`src/logic/sfc_cfg.svh`:
```
// Offsets, field positions, reset values, character codes and timing counts of the serial port.
`ifndef SFC_CFG_SVH
`define SFC_CFG_SVH
`define SFC_OFS_CTRL 8'h00
`define SFC_OFS_PROG 8'h04
`define SFC_OFS_DIV 8'h08
`define SFC_OFS_TXD 8'h0C
`define SFC_OFS_RXD 8'h10
`define SFC_OFS_STAT 8'h14
`define SFC_CTRL_422 0
`define SFC_CTRL_EIA 1
`define SFC_CTRL_STOP2 2
`define SFC_CTRL_SW 3
`define SFC_CTRL_AUTO 4
`define SFC_CTRL_LOAD 5
`define SFC_CTRL_PAUSE 6
`define SFC_ST_RXV 0
`define SFC_ST_RXERR 1
`define SFC_ST_OVR 2
`define SFC_ST_NOPROG 3
`define SFC_ST_TXBUSY 4
`define SFC_ST_TXFULL 5
`define SFC_ST_HELD 6
`define SFC_ST_LOAD 7
`define SFC_ST_CFGERR 8
`define SFC_ST_SEQ 9
`define SFC_ST_HSIN 10
`define SFC_CTRL_RST 7'h00
`define SFC_DIV_RST 16'h0364
`define SFC_CH_CR 8'h0D
`define SFC_CH_EOB 8'h0A
`define SFC_CH_EOF 8'h04
`define SFC_CH_NULL 8'h00
`define SFC_CH_XON 8'h11
`define SFC_CH_RON 8'h12
`define SFC_CH_XOFF 8'h13
`define SFC_CH_ROFF 8'h14
`define SFC_NULL_CNT 5'h0A
`define SFC_XOFF_ALLOW 3'h3
`define SFC_LABEL_LEN 5'h11
`define SFC_HDR_LEN 5'h1B
`define SFC_CLK_NS 10
`define SFC_WAIT_NS 1000000000
`endif

```
`src/logic/sfc_pkg.sv`:
```
// Types of the serial flow control port.
package sfc_pkg;
  typedef enum logic [1:0] {
    RX_IDLE  = 2'b00,
    RX_START = 2'b01,
    RX_DATA  = 2'b10,
    RX_STOP  = 2'b11
  } sfc_rx_e;
  typedef enum logic [1:0] {
    SEQ_IDLE  = 2'b00,
    SEQ_NULLS = 2'b01,
    SEQ_WAIT  = 2'b10,
    SEQ_HDR   = 2'b11
  } sfc_seq_e;
  typedef struct packed {
    logic        ph_act;
    logic        ph_wr;
    logic [7:0]  ph_addr;
    logic [31:0] hrdata;
    logic [6:0]  ctrl;
    logic [31:0] prog;
    logic [15:0] div;
    logic        rxd_s1;
    logic        rxd_s2;
    logic        hs_s1;
    logic        hs_s2;
    logic        tx_busy;
    logic        tx_line;
    logic [11:0] tx_sh;
    logic [3:0]  tx_bits;
    logic [15:0] tx_cnt;
    logic [7:0]  txbuf;
    logic        txbuf_full;
    sfc_rx_e     rx_st;
    logic [8:0]  rx_sh;
    logic [3:0]  rx_bits;
    logic [15:0] rx_cnt;
    logic [7:0]  rx_data;
    logic        rx_valid;
    logic        rx_err;
    logic        xoff_rcvd;
    logic        pause_sent;
    logic [2:0]  after_cnt;
    logic        overrun;
    sfc_seq_e    seq;
    logic [4:0]  seq_idx;
    logic [31:0] wait_cnt;
    logic        load_active;
    logic        first_rx;
    logic        no_prog;
  } sfc_state_s;
endpackage

```
`src/logic/sfc_port.sv`:
```
// Serial port with line or in-band flow control and download request, AHB-Lite registers.
`timescale 1ns/100ps
`include "sfc_cfg.svh"
module sfc_port #(
  parameter int unsigned WAIT_CYCLES = `SFC_WAIT_NS / `SFC_CLK_NS
) (
  input  logic        sys_clk,
  input  logic        reset_n,
  input  logic        hsel,
  input  logic [31:0] haddr,
  input  logic [1:0]  htrans,
  input  logic        hwrite,
  input  logic [2:0]  hsize,
  input  logic [31:0] hwdata,
  input  logic        hready,
  output logic        hreadyout,
  output logic        hresp,
  output logic [31:0] hrdata,
  output logic        txd,
  input  logic        rxd,
  output logic        ctl_out,
  input  logic        status_in,
  output logic        line_mode_422
);

  sfc_pkg::sfc_state_s q;
  sfc_pkg::sfc_state_s n;

  logic        sw_eff;
  logic        fmt_eia;
  logic        can_data;
  logic        rx_done;
  logic        rx_good;
  logic [7:0]  rc;
  logic [7:0]  tx_char;
  logic        tx_go;

  // Start bit, payload with parity, then three stop-level bits (two in EIA format); the bit count trims the stops.
  function automatic logic [11:0] tx_frame(input logic [7:0] c, input logic eia);
    if (eia) begin
      tx_frame = {2'b11, ~(^c), c, 1'b0};
    end else begin
      tx_frame = {3'b111, ^c[6:0], c[6:0], 1'b0};
    end
  endfunction

  function automatic logic [3:0] frame_bits(input logic eia, input logic stop2);
    frame_bits = 4'hA + {3'h0, eia} + {3'h0, stop2};
  endfunction

  // Request header: label, eight BCD digits of the program number, CR, end-of-block.
  function automatic logic [7:0] hdr_char(input logic [4:0] i, input logic [31:0] p);
    logic [135:0] lbl;
    logic [4:0]   k;
    lbl = "DOWNLOAD PROGRAM:";
    k = i - `SFC_LABEL_LEN;
    if (i < `SFC_LABEL_LEN) begin
      hdr_char = lbl[135 - 8 * i -: 8];
    end else if (k < 5'h08) begin
      hdr_char = {4'h3, p[31 - 4 * k -: 4]};
    end else if (k == 5'h08) begin
      hdr_char = `SFC_CH_CR;
    end else begin
      hdr_char = `SFC_CH_EOB;
    end
  endfunction

  assign hreadyout     = 1'b1;
  assign hresp         = 1'b0;
  assign hrdata        = q.hrdata;
  assign txd           = q.tx_line;
  assign line_mode_422 = q.ctrl[`SFC_CTRL_422];
  // The handshake output only exists in RS-232 line handshaking; otherwise it stays asserted.
  assign ctl_out       = sw_eff | ~q.ctrl[`SFC_CTRL_PAUSE];

  always_comb begin
    n        = q;
    sw_eff   = q.ctrl[`SFC_CTRL_SW] | q.ctrl[`SFC_CTRL_422];
    fmt_eia  = q.ctrl[`SFC_CTRL_EIA] & ~sw_eff;
    // is the remote side's duty; in software mode the input is simply not consulted.
    can_data = sw_eff ? ~q.xoff_rcvd : q.hs_s2;
    rx_done  = 1'b0;
    rx_good  = 1'b0;
    rc       = 8'h00;
    tx_char  = 8'h00;
    tx_go    = 1'b0;

    n.rxd_s1 = rxd;
    n.rxd_s2 = q.rxd_s1;
    n.hs_s1  = status_in;
    n.hs_s2  = q.hs_s1;

    // Address phase: read data is captured here so that it leaves a flip-flop.
    n.ph_act = hsel & hready & htrans[1];
    n.ph_wr  = hsel & hready & htrans[1] & hwrite;
    n.ph_addr = haddr[7:0];
    if (hsel && hready && htrans[1] && !hwrite) begin
      case (haddr[7:0])
        `SFC_OFS_CTRL: n.hrdata = {25'h0, q.ctrl};
        `SFC_OFS_PROG: n.hrdata = q.prog;
        `SFC_OFS_DIV:  n.hrdata = {16'h0, q.div};
        `SFC_OFS_RXD: begin
          n.hrdata   = {24'h0, q.rx_data};
          n.rx_valid = 1'b0;
        end
        `SFC_OFS_STAT: begin
          n.hrdata = 32'h0;
          n.hrdata[`SFC_ST_RXV]    = q.rx_valid;
          n.hrdata[`SFC_ST_RXERR]  = q.rx_err;
          n.hrdata[`SFC_ST_OVR]    = q.overrun;
          n.hrdata[`SFC_ST_NOPROG] = q.no_prog;
          n.hrdata[`SFC_ST_TXBUSY] = q.tx_busy;
          n.hrdata[`SFC_ST_TXFULL] = q.txbuf_full;
          n.hrdata[`SFC_ST_HELD]   = q.xoff_rcvd;
          n.hrdata[`SFC_ST_LOAD]   = q.load_active;
          n.hrdata[`SFC_ST_CFGERR] = q.ctrl[`SFC_CTRL_EIA] & sw_eff;
          n.hrdata[`SFC_ST_SEQ]    = q.seq != sfc_pkg::SEQ_IDLE;
          n.hrdata[`SFC_ST_HSIN]   = q.hs_s2;
        end
        default: n.hrdata = 32'h0;
      endcase
    end

    // Data phase of a write.
    if (q.ph_wr) begin
      case (q.ph_addr)
        `SFC_OFS_CTRL: begin
          n.ctrl = hwdata[6:0] & ~(7'h01 << `SFC_CTRL_LOAD);
          if (hwdata[`SFC_CTRL_LOAD]) begin
            n.load_active = 1'b1;
            n.first_rx    = 1'b1;
            n.no_prog     = 1'b0;
            n.overrun     = 1'b0;
            n.seq_idx     = 5'h00;
            n.seq = hwdata[`SFC_CTRL_AUTO] ? sfc_pkg::SEQ_NULLS : sfc_pkg::SEQ_IDLE;
          end
        end
        `SFC_OFS_PROG: n.prog = hwdata;
        `SFC_OFS_DIV:  n.div = (hwdata[15:0] < 16'h0002) ? 16'h0002 : hwdata[15:0];
        `SFC_OFS_TXD: begin
          if (!q.txbuf_full) begin
            n.txbuf      = hwdata[7:0];
            n.txbuf_full = 1'b1;
          end
        end
        `SFC_OFS_STAT: begin
          if (hwdata[`SFC_ST_RXERR])  n.rx_err  = 1'b0;
          if (hwdata[`SFC_ST_OVR])    n.overrun = 1'b0;
          if (hwdata[`SFC_ST_NOPROG]) n.no_prog = 1'b0;
        end
        default: ;
      endcase
    end

    // One-second pause of the request sequence.
    if (q.seq == sfc_pkg::SEQ_WAIT) begin
      if (q.wait_cnt >= WAIT_CYCLES - 1) begin
        n.seq      = sfc_pkg::SEQ_HDR;
        n.seq_idx  = 5'h00;
        n.wait_cnt = 32'h0;
      end else begin
        n.wait_cnt = q.wait_cnt + 32'h1;
      end
    end

    // Transmitter: only an idle line takes a new character, so XOFF never cuts one short.
    if (q.tx_busy) begin
      if (q.tx_cnt == 16'h0) begin
        n.tx_bits = q.tx_bits - 4'h1;
        if (q.tx_bits == 4'h1) begin
          n.tx_busy = 1'b0;
          n.tx_line = 1'b1;
        end else begin
          n.tx_sh   = {1'b1, q.tx_sh[11:1]};
          n.tx_line = q.tx_sh[1];
          n.tx_cnt  = q.div - 16'h1;
        end
      end else begin
        n.tx_cnt = q.tx_cnt - 16'h1;
      end
    end else if (sw_eff && (q.ctrl[`SFC_CTRL_PAUSE] != q.pause_sent)) begin
      tx_go        = 1'b1;
      tx_char      = q.ctrl[`SFC_CTRL_PAUSE] ? `SFC_CH_XOFF : `SFC_CH_XON;
      n.pause_sent = q.ctrl[`SFC_CTRL_PAUSE];
      n.after_cnt  = 3'h0;
    end else if (can_data && (q.seq == sfc_pkg::SEQ_NULLS)) begin
      tx_go     = 1'b1;
      tx_char   = `SFC_CH_NULL;
      n.seq_idx = q.seq_idx + 5'h01;
      if (q.seq_idx == `SFC_NULL_CNT - 5'h01) begin
        n.seq      = sfc_pkg::SEQ_WAIT;
        n.wait_cnt = 32'h0;
      end
    end else if (can_data && (q.seq == sfc_pkg::SEQ_HDR)) begin
      tx_go     = 1'b1;
      tx_char   = hdr_char(q.seq_idx, q.prog);
      n.seq_idx = q.seq_idx + 5'h01;
      if (q.seq_idx == `SFC_HDR_LEN - 5'h01) begin
        n.seq = sfc_pkg::SEQ_IDLE;
      end
    end else if (can_data && q.txbuf_full) begin
      tx_go        = 1'b1;
      tx_char      = q.txbuf;
      n.txbuf_full = 1'b0;
    end
    if (tx_go) begin
      n.tx_busy = 1'b1;
      n.tx_sh   = tx_frame(tx_char, fmt_eia);
      n.tx_line = 1'b0;
      n.tx_bits = frame_bits(fmt_eia, q.ctrl[`SFC_CTRL_STOP2]);
      n.tx_cnt  = q.div - 16'h1;
    end

    // Receiver: start bit checked at mid-bit, then one sample per bit time.
    case (q.rx_st)
      sfc_pkg::RX_IDLE: begin
        if (!q.rxd_s2) begin
          n.rx_st  = sfc_pkg::RX_START;
          n.rx_cnt = {1'b0, q.div[15:1]};
        end
      end
      sfc_pkg::RX_START: begin
        if (q.rx_cnt != 16'h0) begin
          n.rx_cnt = q.rx_cnt - 16'h1;
        end else if (q.rxd_s2) begin
          n.rx_st = sfc_pkg::RX_IDLE;
        end else begin
          n.rx_st   = sfc_pkg::RX_DATA;
          n.rx_cnt  = q.div - 16'h1;
          n.rx_bits = 4'h0;
        end
      end
      sfc_pkg::RX_DATA: begin
        if (q.rx_cnt != 16'h0) begin
          n.rx_cnt = q.rx_cnt - 16'h1;
        end else begin
          n.rx_sh   = {q.rxd_s2, q.rx_sh[8:1]};
          n.rx_bits = q.rx_bits + 4'h1;
          n.rx_cnt  = q.div - 16'h1;
          if (q.rx_bits == (fmt_eia ? 4'h8 : 4'h7)) begin
            n.rx_st = sfc_pkg::RX_STOP;
          end
        end
      end
      sfc_pkg::RX_STOP: begin
        if (q.rx_cnt != 16'h0) begin
          n.rx_cnt = q.rx_cnt - 16'h1;
        end else begin
          n.rx_st = sfc_pkg::RX_IDLE;
          rx_done = 1'b1;
          if (fmt_eia) begin
            rc      = q.rx_sh[7:0];
            rx_good = q.rxd_s2 & (^q.rx_sh);
          end else begin
            rc      = {1'b0, q.rx_sh[7:1]};
            rx_good = q.rxd_s2 & ~(^q.rx_sh[8:1]);
          end
        end
      end
      default: n.rx_st = sfc_pkg::RX_IDLE;
    endcase

    // Received characters; hardware sets win over register clears made above.
    if (rx_done && !rx_good) begin
      n.rx_err = 1'b1;
    end else if (rx_done && sw_eff && (rc == `SFC_CH_XOFF)) begin
      n.xoff_rcvd = 1'b1;
    end else if (rx_done && sw_eff && (rc == `SFC_CH_XON)) begin
      n.xoff_rcvd = 1'b0;
    end else if (rx_done && sw_eff && ((rc == `SFC_CH_RON) || (rc == `SFC_CH_ROFF))) begin
      n.rx_err = q.rx_err;
    end else if (rx_done) begin
      n.rx_data  = rc;
      n.rx_valid = 1'b1;
      n.first_rx = 1'b0;
      if (sw_eff && q.pause_sent) begin
        if (q.after_cnt == `SFC_XOFF_ALLOW) begin
          n.overrun     = 1'b1;
          n.load_active = 1'b0;
          n.seq         = sfc_pkg::SEQ_IDLE;
        end else begin
          n.after_cnt = q.after_cnt + 3'h1;
        end
      end
      if (q.load_active && (rc == `SFC_CH_EOF)) begin
        n.load_active = 1'b0;
        n.no_prog     = q.first_rx;
      end
    end
  end

  always_ff @(posedge sys_clk or negedge reset_n) begin
    if (!reset_n) begin
      q         <= '0;
      q.ctrl    <= `SFC_CTRL_RST;
      q.div     <= `SFC_DIV_RST;
      q.rxd_s1  <= 1'b1;
      q.rxd_s2  <= 1'b1;
      q.tx_line <= 1'b1;
      q.rx_st   <= sfc_pkg::RX_IDLE;
      q.seq     <= sfc_pkg::SEQ_IDLE;
    end else begin
      q <= n;
    end
  end

endmodule

```
`config.mk`:
```
export PLATFORM = sky130hd
export DESIGN_NAME = sfc_port
export DESIGN_NICKNAME = d
export VERILOG_FILES = /design/src/logic/sfc_pkg.sv /design/src/logic/sfc_port.sv
export VERILOG_INCLUDE_DIRS = /design/src /design/src/logic
export SDC_FILE = /design/constraint.sdc
export NUM_CORES = 1
export LEC_CHECK = 0
export BUFFER_PORTS_ARGS = -buffer_cell sky130_fd_sc_hd__buf_4
export CAP_MARGIN = 20
export CORE_MARGIN = 2
export CORE_UTILIZATION = 30
export DETAILED_ROUTE_END_ITERATION = 6
export PLACE_DENSITY_LB_ADDON = 0.08
export SLEW_MARGIN = 20
export SYNTH_ARGS = -nofsm -noshare
export SYNTH_HDL_FRONTEND = slang
export SYNTH_SLANG_ARGS = --single-unit
```
`constraint.sdc`:
```
create_clock -name sys_clk -period 3.6 [get_ports sys_clk]
set_clock_uncertainty 0.05 [all_clocks]
set_input_delay 0.18 -clock sys_clk [delete_from_list [all_inputs] [get_ports sys_clk]]
set_output_delay 0.18 -clock sys_clk [all_outputs]
set_load 0.005 [all_outputs]
```
### Yosys cells after proc, flatten, opt, wreduce, memory -nomap -nowiden

Cells that the tools add are included.

| word-level totals | value |
|---|---|
| ROM bits | 0 |
| register bits | 231 |
| latch bits | 0 |
| output and inout port bits | 37 |
| memories | 0 |
| input port bits | 76 |
| word-level logic and storage cells | 268 |
| RAM bits | 0 |

| cells by class | value |
|---|---|
| order comparisons | 4 |
| $add $sub $neg | 13 |
| multiply operators | 0 |
| reduce and logical (&&, ||, !) cells | 45 |
| shifts and indexed selects | 2 |
| mux-type cells | 112 |
| div/mod/pow operators | 0 |
| bitwise operators | 21 |
| equal/unequal tests | 37 |

Operators by type and width:

| kind | number |
|---|---|
| one-hot mux 32 bit (5 select lines) | 1 |
| indexed part select 143 x 33 -> 8 bit (first input constant) | 1 |
| 2-to-1 mux 39 bit | 3 |
| 2-to-1 mux 16 bit | 7 |
| 2-to-1 mux 32 bit | 3 |
| 2-to-1 mux 8 bit | 11 |
| 2-to-1 mux 34 bit | 2 |
| one-hot mux 16 bit (4 select lines) | 1 |
| == test 8 x 5 -> 1 bit (second input constant) | 7 |
| subtractor 16 x 1 -> 16 bit (second input constant) | 3 |
| 2-to-1 mux 6 bit | 7 |
| 2-to-1 mux 1 bit | 39 |
| 2-to-1 mux 3 bit | 12 |
| indexed part select 35 x 33 -> 4 bit | 1 |
| adder 32 x 1 -> 32 bit (second input constant) | 1 |
| greater-or-equal comparator 32 x 27 -> 1 bit (second input constant) | 1 |
| 2-to-1 mux 7 bit | 4 |
| == test 8 x 3 -> 1 bit (second input constant) | 3 |
| == test 8 x 4 -> 1 bit (second input constant) | 3 |
| 2-to-1 mux 2 bit | 11 |
| 2-to-1 mux 20 bit | 1 |
| 2-to-1 mux 18 bit | 1 |
| logical NOT 16 bit | 1 |
| logical NOT 8 bit | 2 |
| 46 further kinds | 108 |

### Longest topological paths before layout

| depth | value |
|---|---|
| depth after elaboration | 18 |
| depth in mapped cells | 17 |
| mapped depth without buffers | 15 |

### Least setup slack after synthesis

No wires, ideal clock.

| timing | value |
|---|---|
| path kind | reg-to-reg |
| from | register q[35] (netlist bit) |
| to | register q[127] (netlist bit) |
| data arrival time | 3.684 ns |
| cell stages (with the launch flop) | 16 |
| setup slack | -0.259 ns |
| cells stage by stage | dfrtp_1 > buf_6 > buf_6 > inv_1 > ha_1 > or3b_1 > xnor2_1 > ha_1 > nand4b_1 > o41ai_2 > o311ai_1 > xor2_1 > xnor3_1 > xnor3_1 > o21ai_1 > nand3_1 |

| between the ends | value |
|---|---|
| longest elaborated chain between the ends | 13 |

Ends and longest elaborated chain:

| element | line | text |
|---|---|---|
| from (decl) | sfc_port.sv:26 | `sfc_pkg::sfc_state_s q;` |
| from (signal assigned) | sfc_port.sv:303 | `q <= n;` |
| subtractor 5 bit (no source line) | n/a |  |
| subtractor 5 x 7 -> 8 bit or == test 5 x 4 -> 1 bit (tied branches) | sfc_port.sv:60, sfc_port.sv:61 |  |
| indexed part select 35 x 33 -> 4 bit or 2-to-1 mux 3 bit (tied branches) | sfc_port.sv:60, sfc_port.sv:61 |  |
| 2-to-1 mux 6 bit | sfc_port.sv:59 | `end else if (k < 5'h08) begin` |
| 2-to-1 mux 8 bit (*) | sfc_port.sv:57 | `` if (i < `SFC_LABEL_LEN) begin `` |
| 2-to-1 mux 8 bit (*) | sfc_port.sv:194 | `end else if (can_data && (q.seq == sfc_pkg::SEQ_HDR)) begin` |
| 2-to-1 mux 8 bit (*) | sfc_port.sv:186 | `end else if (can_data && (q.seq == sfc_pkg::SEQ_NULLS)) begin` |
| 2-to-1 mux 8 bit (*) | sfc_port.sv:181 | `` end else if (sw_eff && (q.ctrl[`SFC_CTRL_PAUSE] != q.pause_sent)) begin `` |
| 2-to-1 mux 8 bit (*) | sfc_port.sv:167 | `if (q.tx_busy) begin` |
| parity 8 bit (*) | sfc_port.sv:41 | `tx_frame = {2'b11, ~(^c), c, 1'b0};` |
| NOT 1 bit (*) | sfc_port.sv:41 |  |
| 2-to-1 mux 10 bit (*) | sfc_port.sv:40 | `if (eia) begin` |
| 2-to-1 mux 34 bit (*) | sfc_port.sv:206 | `if (tx_go) begin` |

Every way passes the cells marked *; elsewhere a longest branch is shown, timed or not.
A chain may end at the register's enable or synchronous reset.

### Final worst setup path

| timing | value |
|---|---|
| from | register q[36] (netlist bit) |
| to | register q[127] (netlist bit) |

Same word-level chain as after synthesis.

==> impl_metrics.csv <==
group,metric,value,unit
status,outcome,"completed",
critical_path,path_max_fanout,4,
synth,yosys_warnings,0,
critical_path,crit_start,"q[36]$_DFF_PN0_",
critical_path,crit_chain,"inv_2 > ha_4 > or3b_4 > xnor2_4 > ha_1 > nand4b_1 > buf_4 > a31oi_4 > o211a_1 > a31oi_2 > xor2_1 > xnor3_1 > xnor3_1 > o21ai_2 > nand3_1",
die,row_count,75,
critical_path,arrival,3.82,ns
sta,slew_headroom,32.8,%
critical_path,setup.worst_path.start_class,"flop",
power_and_ir_drop,p_total,0.00698,W
global_route,antenna_found_initial,0,
detailed_routing,dr.pass1.iters,5,
global_route,grt_pass1_vias,10100,
finish,nNetsFinal,1542,
job,drv_cap,0,
clocking,clockBufferDepth,3,
power_and_ir_drop,internal_power,0.00498,W
synth,synthDistinctLibCells,82,
sta,min_period_over_period,95.5,%
sta,tightest_slew,1.01,ns
synth,netlist_instances,1335,
place,dp_hpwl,27300,µm
synth,async_flop_share,100,%
finish,antennaDiodeCount,0,
finish,fillCellCount,4318,
critical_path,end_kind,"flop",
die,io_pins,113,
finish,area_delta_synth_final,21.1,%
global_route,grt_max_degree,93,
sta,max_freq,291,MHz
clocking,cts_made_buffers,29,
sta,slew_violations,0,
critical_path,crit_path_end,"q[127]$_DFFE_PN0P_",
clocking,insertion_delay,0.56,ns
power_and_ir_drop,combPwrFrac,16.8,%
critical_path,cp_slowest_cell,"or3b_4",
global_route,groute.usage.overall,17.4,%
critical_path,worstPathRequired,3.99,ns
die,dieArea,0.0440,mm²
synth,syn_nets,1433,
die,die_y,210,µm
power_and_ir_drop,pwr-share-clk,40.2,%
detailed_routing,drc,0,
place,dp.cells,1901,
power_and_ir_drop,p_per_area,454,mW/mm²
finish,layout_commonest_cell,"dfrtp_1",
synth,synth_seq_cells,230,
clocking,cts-root-buf,"clkbuf_16",
finish,multiInputGateArea,0.00639,mm²
critical_path,r2r_setup_slack,0.16,ns
global_route,grt_pass1_wl,60200,µm
detailed_routing,wire_per_inst,19.0,µm
sta,setup_viol,0,
synth,syn_area_per_cell,9.53,µm²
die,die_x,210,µm
die,core,0.0419,mm²
place,gp_congestion,0.797,
power_and_ir_drop,p_leak,6.62,nW
clocking,clkSinkCount,230,
power_and_ir_drop,peakVddDrop,262,µV
finish,drive_above_1_share,20.1,%
finish,regArea,0.00577,mm²
critical_path,r2r_cells,15,
detailed_routing,viasPerCell,5.02,
place,port_buffers,82,
critical_path,reg2reg_to,"q[127]$_DFFE_PN0P_",
critical_path,slowest_delay,0.42,ns
power_and_ir_drop,swShare,28.7,%
detailed_routing,wl,38100,µm
finish,final_cells,2004,
clocking,clk_pin_slew,0.06,ns
synth,synth_area,0.0127,mm²
global_route,gr-total-overflow,0,
clocking,cts_tree,"built",
die,initial_utilization,30.4,%
finish,layout_common_cells,"222 x dfrtp_1, 192 x nand2_1, 133 x buf_4",
sta,fin_crit,3.44,ns
power_and_ir_drop,netSwitchingPower,0.00200,W
detailed_routing,drt_iter0_markers,713,
clocking,htree_levels,1,
sta,finalSetupTns,0,ns
synth,synth_ff_type,"dfrtp_1",
critical_path,critical_path_class,"flop to flop",
worst_hold_path,hold_path_class,"primary input to async pin",
power_and_ir_drop,seqPwrFrac,43.0,%
detailed_routing,antenna_left,0,
sta,hold_viol,0,
critical_path,reg2reg_from,"q[36]$_DFF_PN0_",
synth,ys_seq_area_share,45.3,%
synth,synth-edff-count,0,
critical_path,crit_top_cell,"xnor3_1",
detailed_routing,num_vias,10100,
==> power groups by stage <==
stage | Combinational [W] | Sequential [W] | Clock (W)
3_3_place_gp | 0.00114 | 0.00304 | 0
5_1_grt | 0.00132 | 0.00304 | 0.00300
6_report | 0.00118 | 0.00300 | 0.00281
3_5_place_dp | 0.00115 | 0.00304 | 0
4_1_cts | 0.00119 | 0.00300 | 0.00291
2_1_floorplan | 0.000800 | 0.00297 | 0
==> metal layers <==
layer  GRT usage (%)  vias to the layer above  wire length [µm]
met4            2.76                        0               531
met1            25.9                     4920             19100
met2            27.0                      187             16900
met3            2.69                       34              1540
li1                -                     4916                 -
met5               0                        -                 0
==> synthesized netlist by cell type (12+ instances only) <==
| cell | n | area, µm² |
|---|---|---|
| o22ai_1 | 19 | 119 |
| mux2_2 | 68 | 766 |
| nor3_1 | 26 | 130 |
| ha_1 | 22 | 275 |
| and3_1 | 15 | 93.8 |
| a22oi_1 | 12 | 90.1 |
| nand2_1 | 192 | 721 |
| nor2_1 | 96 | 360 |
| inv_1 | 33 | 124 |
| o21ai_0 | 98 | 490 |
| xor2_1 | 42 | 368 |
| nor4_1 | 14 | 87.6 |
| nand3_1 | 39 | 195 |
| buf_4 | 34 | 255 |
| dfrtp_1 | 222 | 5560 |
| nor2b_1 | 14 | 87.6 |
| or3_1 | 14 | 87.6 |
| a21oi_1 | 43 | 215 |
| mux2i_1 | 28 | 280 |
| clkbuf_1 | 55 | 206 |
| xnor2_1 | 36 | 315 |
==> what timing repair did <==
item / in CTS / in global routing
resized for setup: 0 / 11
pin swaps: 0 / 4
hold buffers: 46 / 0
hold endpoints to repair: 164 / 0
buffers inserted: 1 / 4
endpoints found under the setup margin: 1 / 2
==> logic make-up (layout without fill, tap and decap cells) <==
family          Yosys count  after routing  synth area share, %
simple gates            485            485                 18.2
compound gates          273            273                 13.8
flops                   230            230                 45.3
buf+inv                 139            269                 5.32
mux                     103            103                 9.29
xor+xnor                 81             81                 5.85
fa+ha+maj                22             22                 2.16
other cells               2              2               0.0591
==> worst min path at each step <==
stage                    from                     to  cells past startpoint
floorplan             reset_n  hrdata[0]$_DFFE_PN0P_                      0
global placement      reset_n      q[74]$_DFFE_PN0P_                      1
detailed placement    reset_n      q[74]$_DFFE_PN0P_                      1
CTS                 status_in       n[132]$_DFF_PN0_                      2
global route              rxd       n[134]$_DFF_PN1_                      2
finish                reset_n      q[74]$_DFFE_PN0P_                      2
==> area by class of cell <==
cell class | instances | share of cell area [%]
Multi-Input combinational cell | 966 | 41.5
Clock buffer | 47 | 5.74
Tap cell | 539 | 4.38
Inverter | 35 | 0.869
Timing Repair Buffer | 182 | 9.83
Sequential cell | 230 | 37.4
Clock inverter | 5 | 0.228
==> flip-flops by register name, summed over array words and instances, names as in the netlist <==
signal / cells
q: 194
hrdata: 32
txd: 1
line_mode_422: 1
n: 2
==> critical path: cells and delay by family, from the launching register on <==
kind                     cells  cell delay, ns
AO/OA/AOI/OAI                4            0.54
XOR/XNOR                     4            0.93
adder cells (fa/ha/maj)      2            0.39
buffers and inverters        2            0.29
flip-flops                   1            0.40
AND/OR/NAND/NOR              3            0.73
==> stage by stage <==
step | cell area, µm² | hold slack, ns | util [%] | worst slack (ns)
6_report | 15400 | 0.162 | 36.8 | 0.163
5_1_grt | 15400 | 0.218 | 36.8 | -0.0283
4_1_cts | 15300 | 0.196 | 36.5 | 0.00269
3_5_place_dp | 13900 | 0.227 | 33.2 | 0.0151
3_3_place_gp | 13900 | 0.226 | 33.2 | 0.0689
2_1_floorplan | 12700 | -0.166 | - | 0.0457
(Power assumes the default switching activity.)
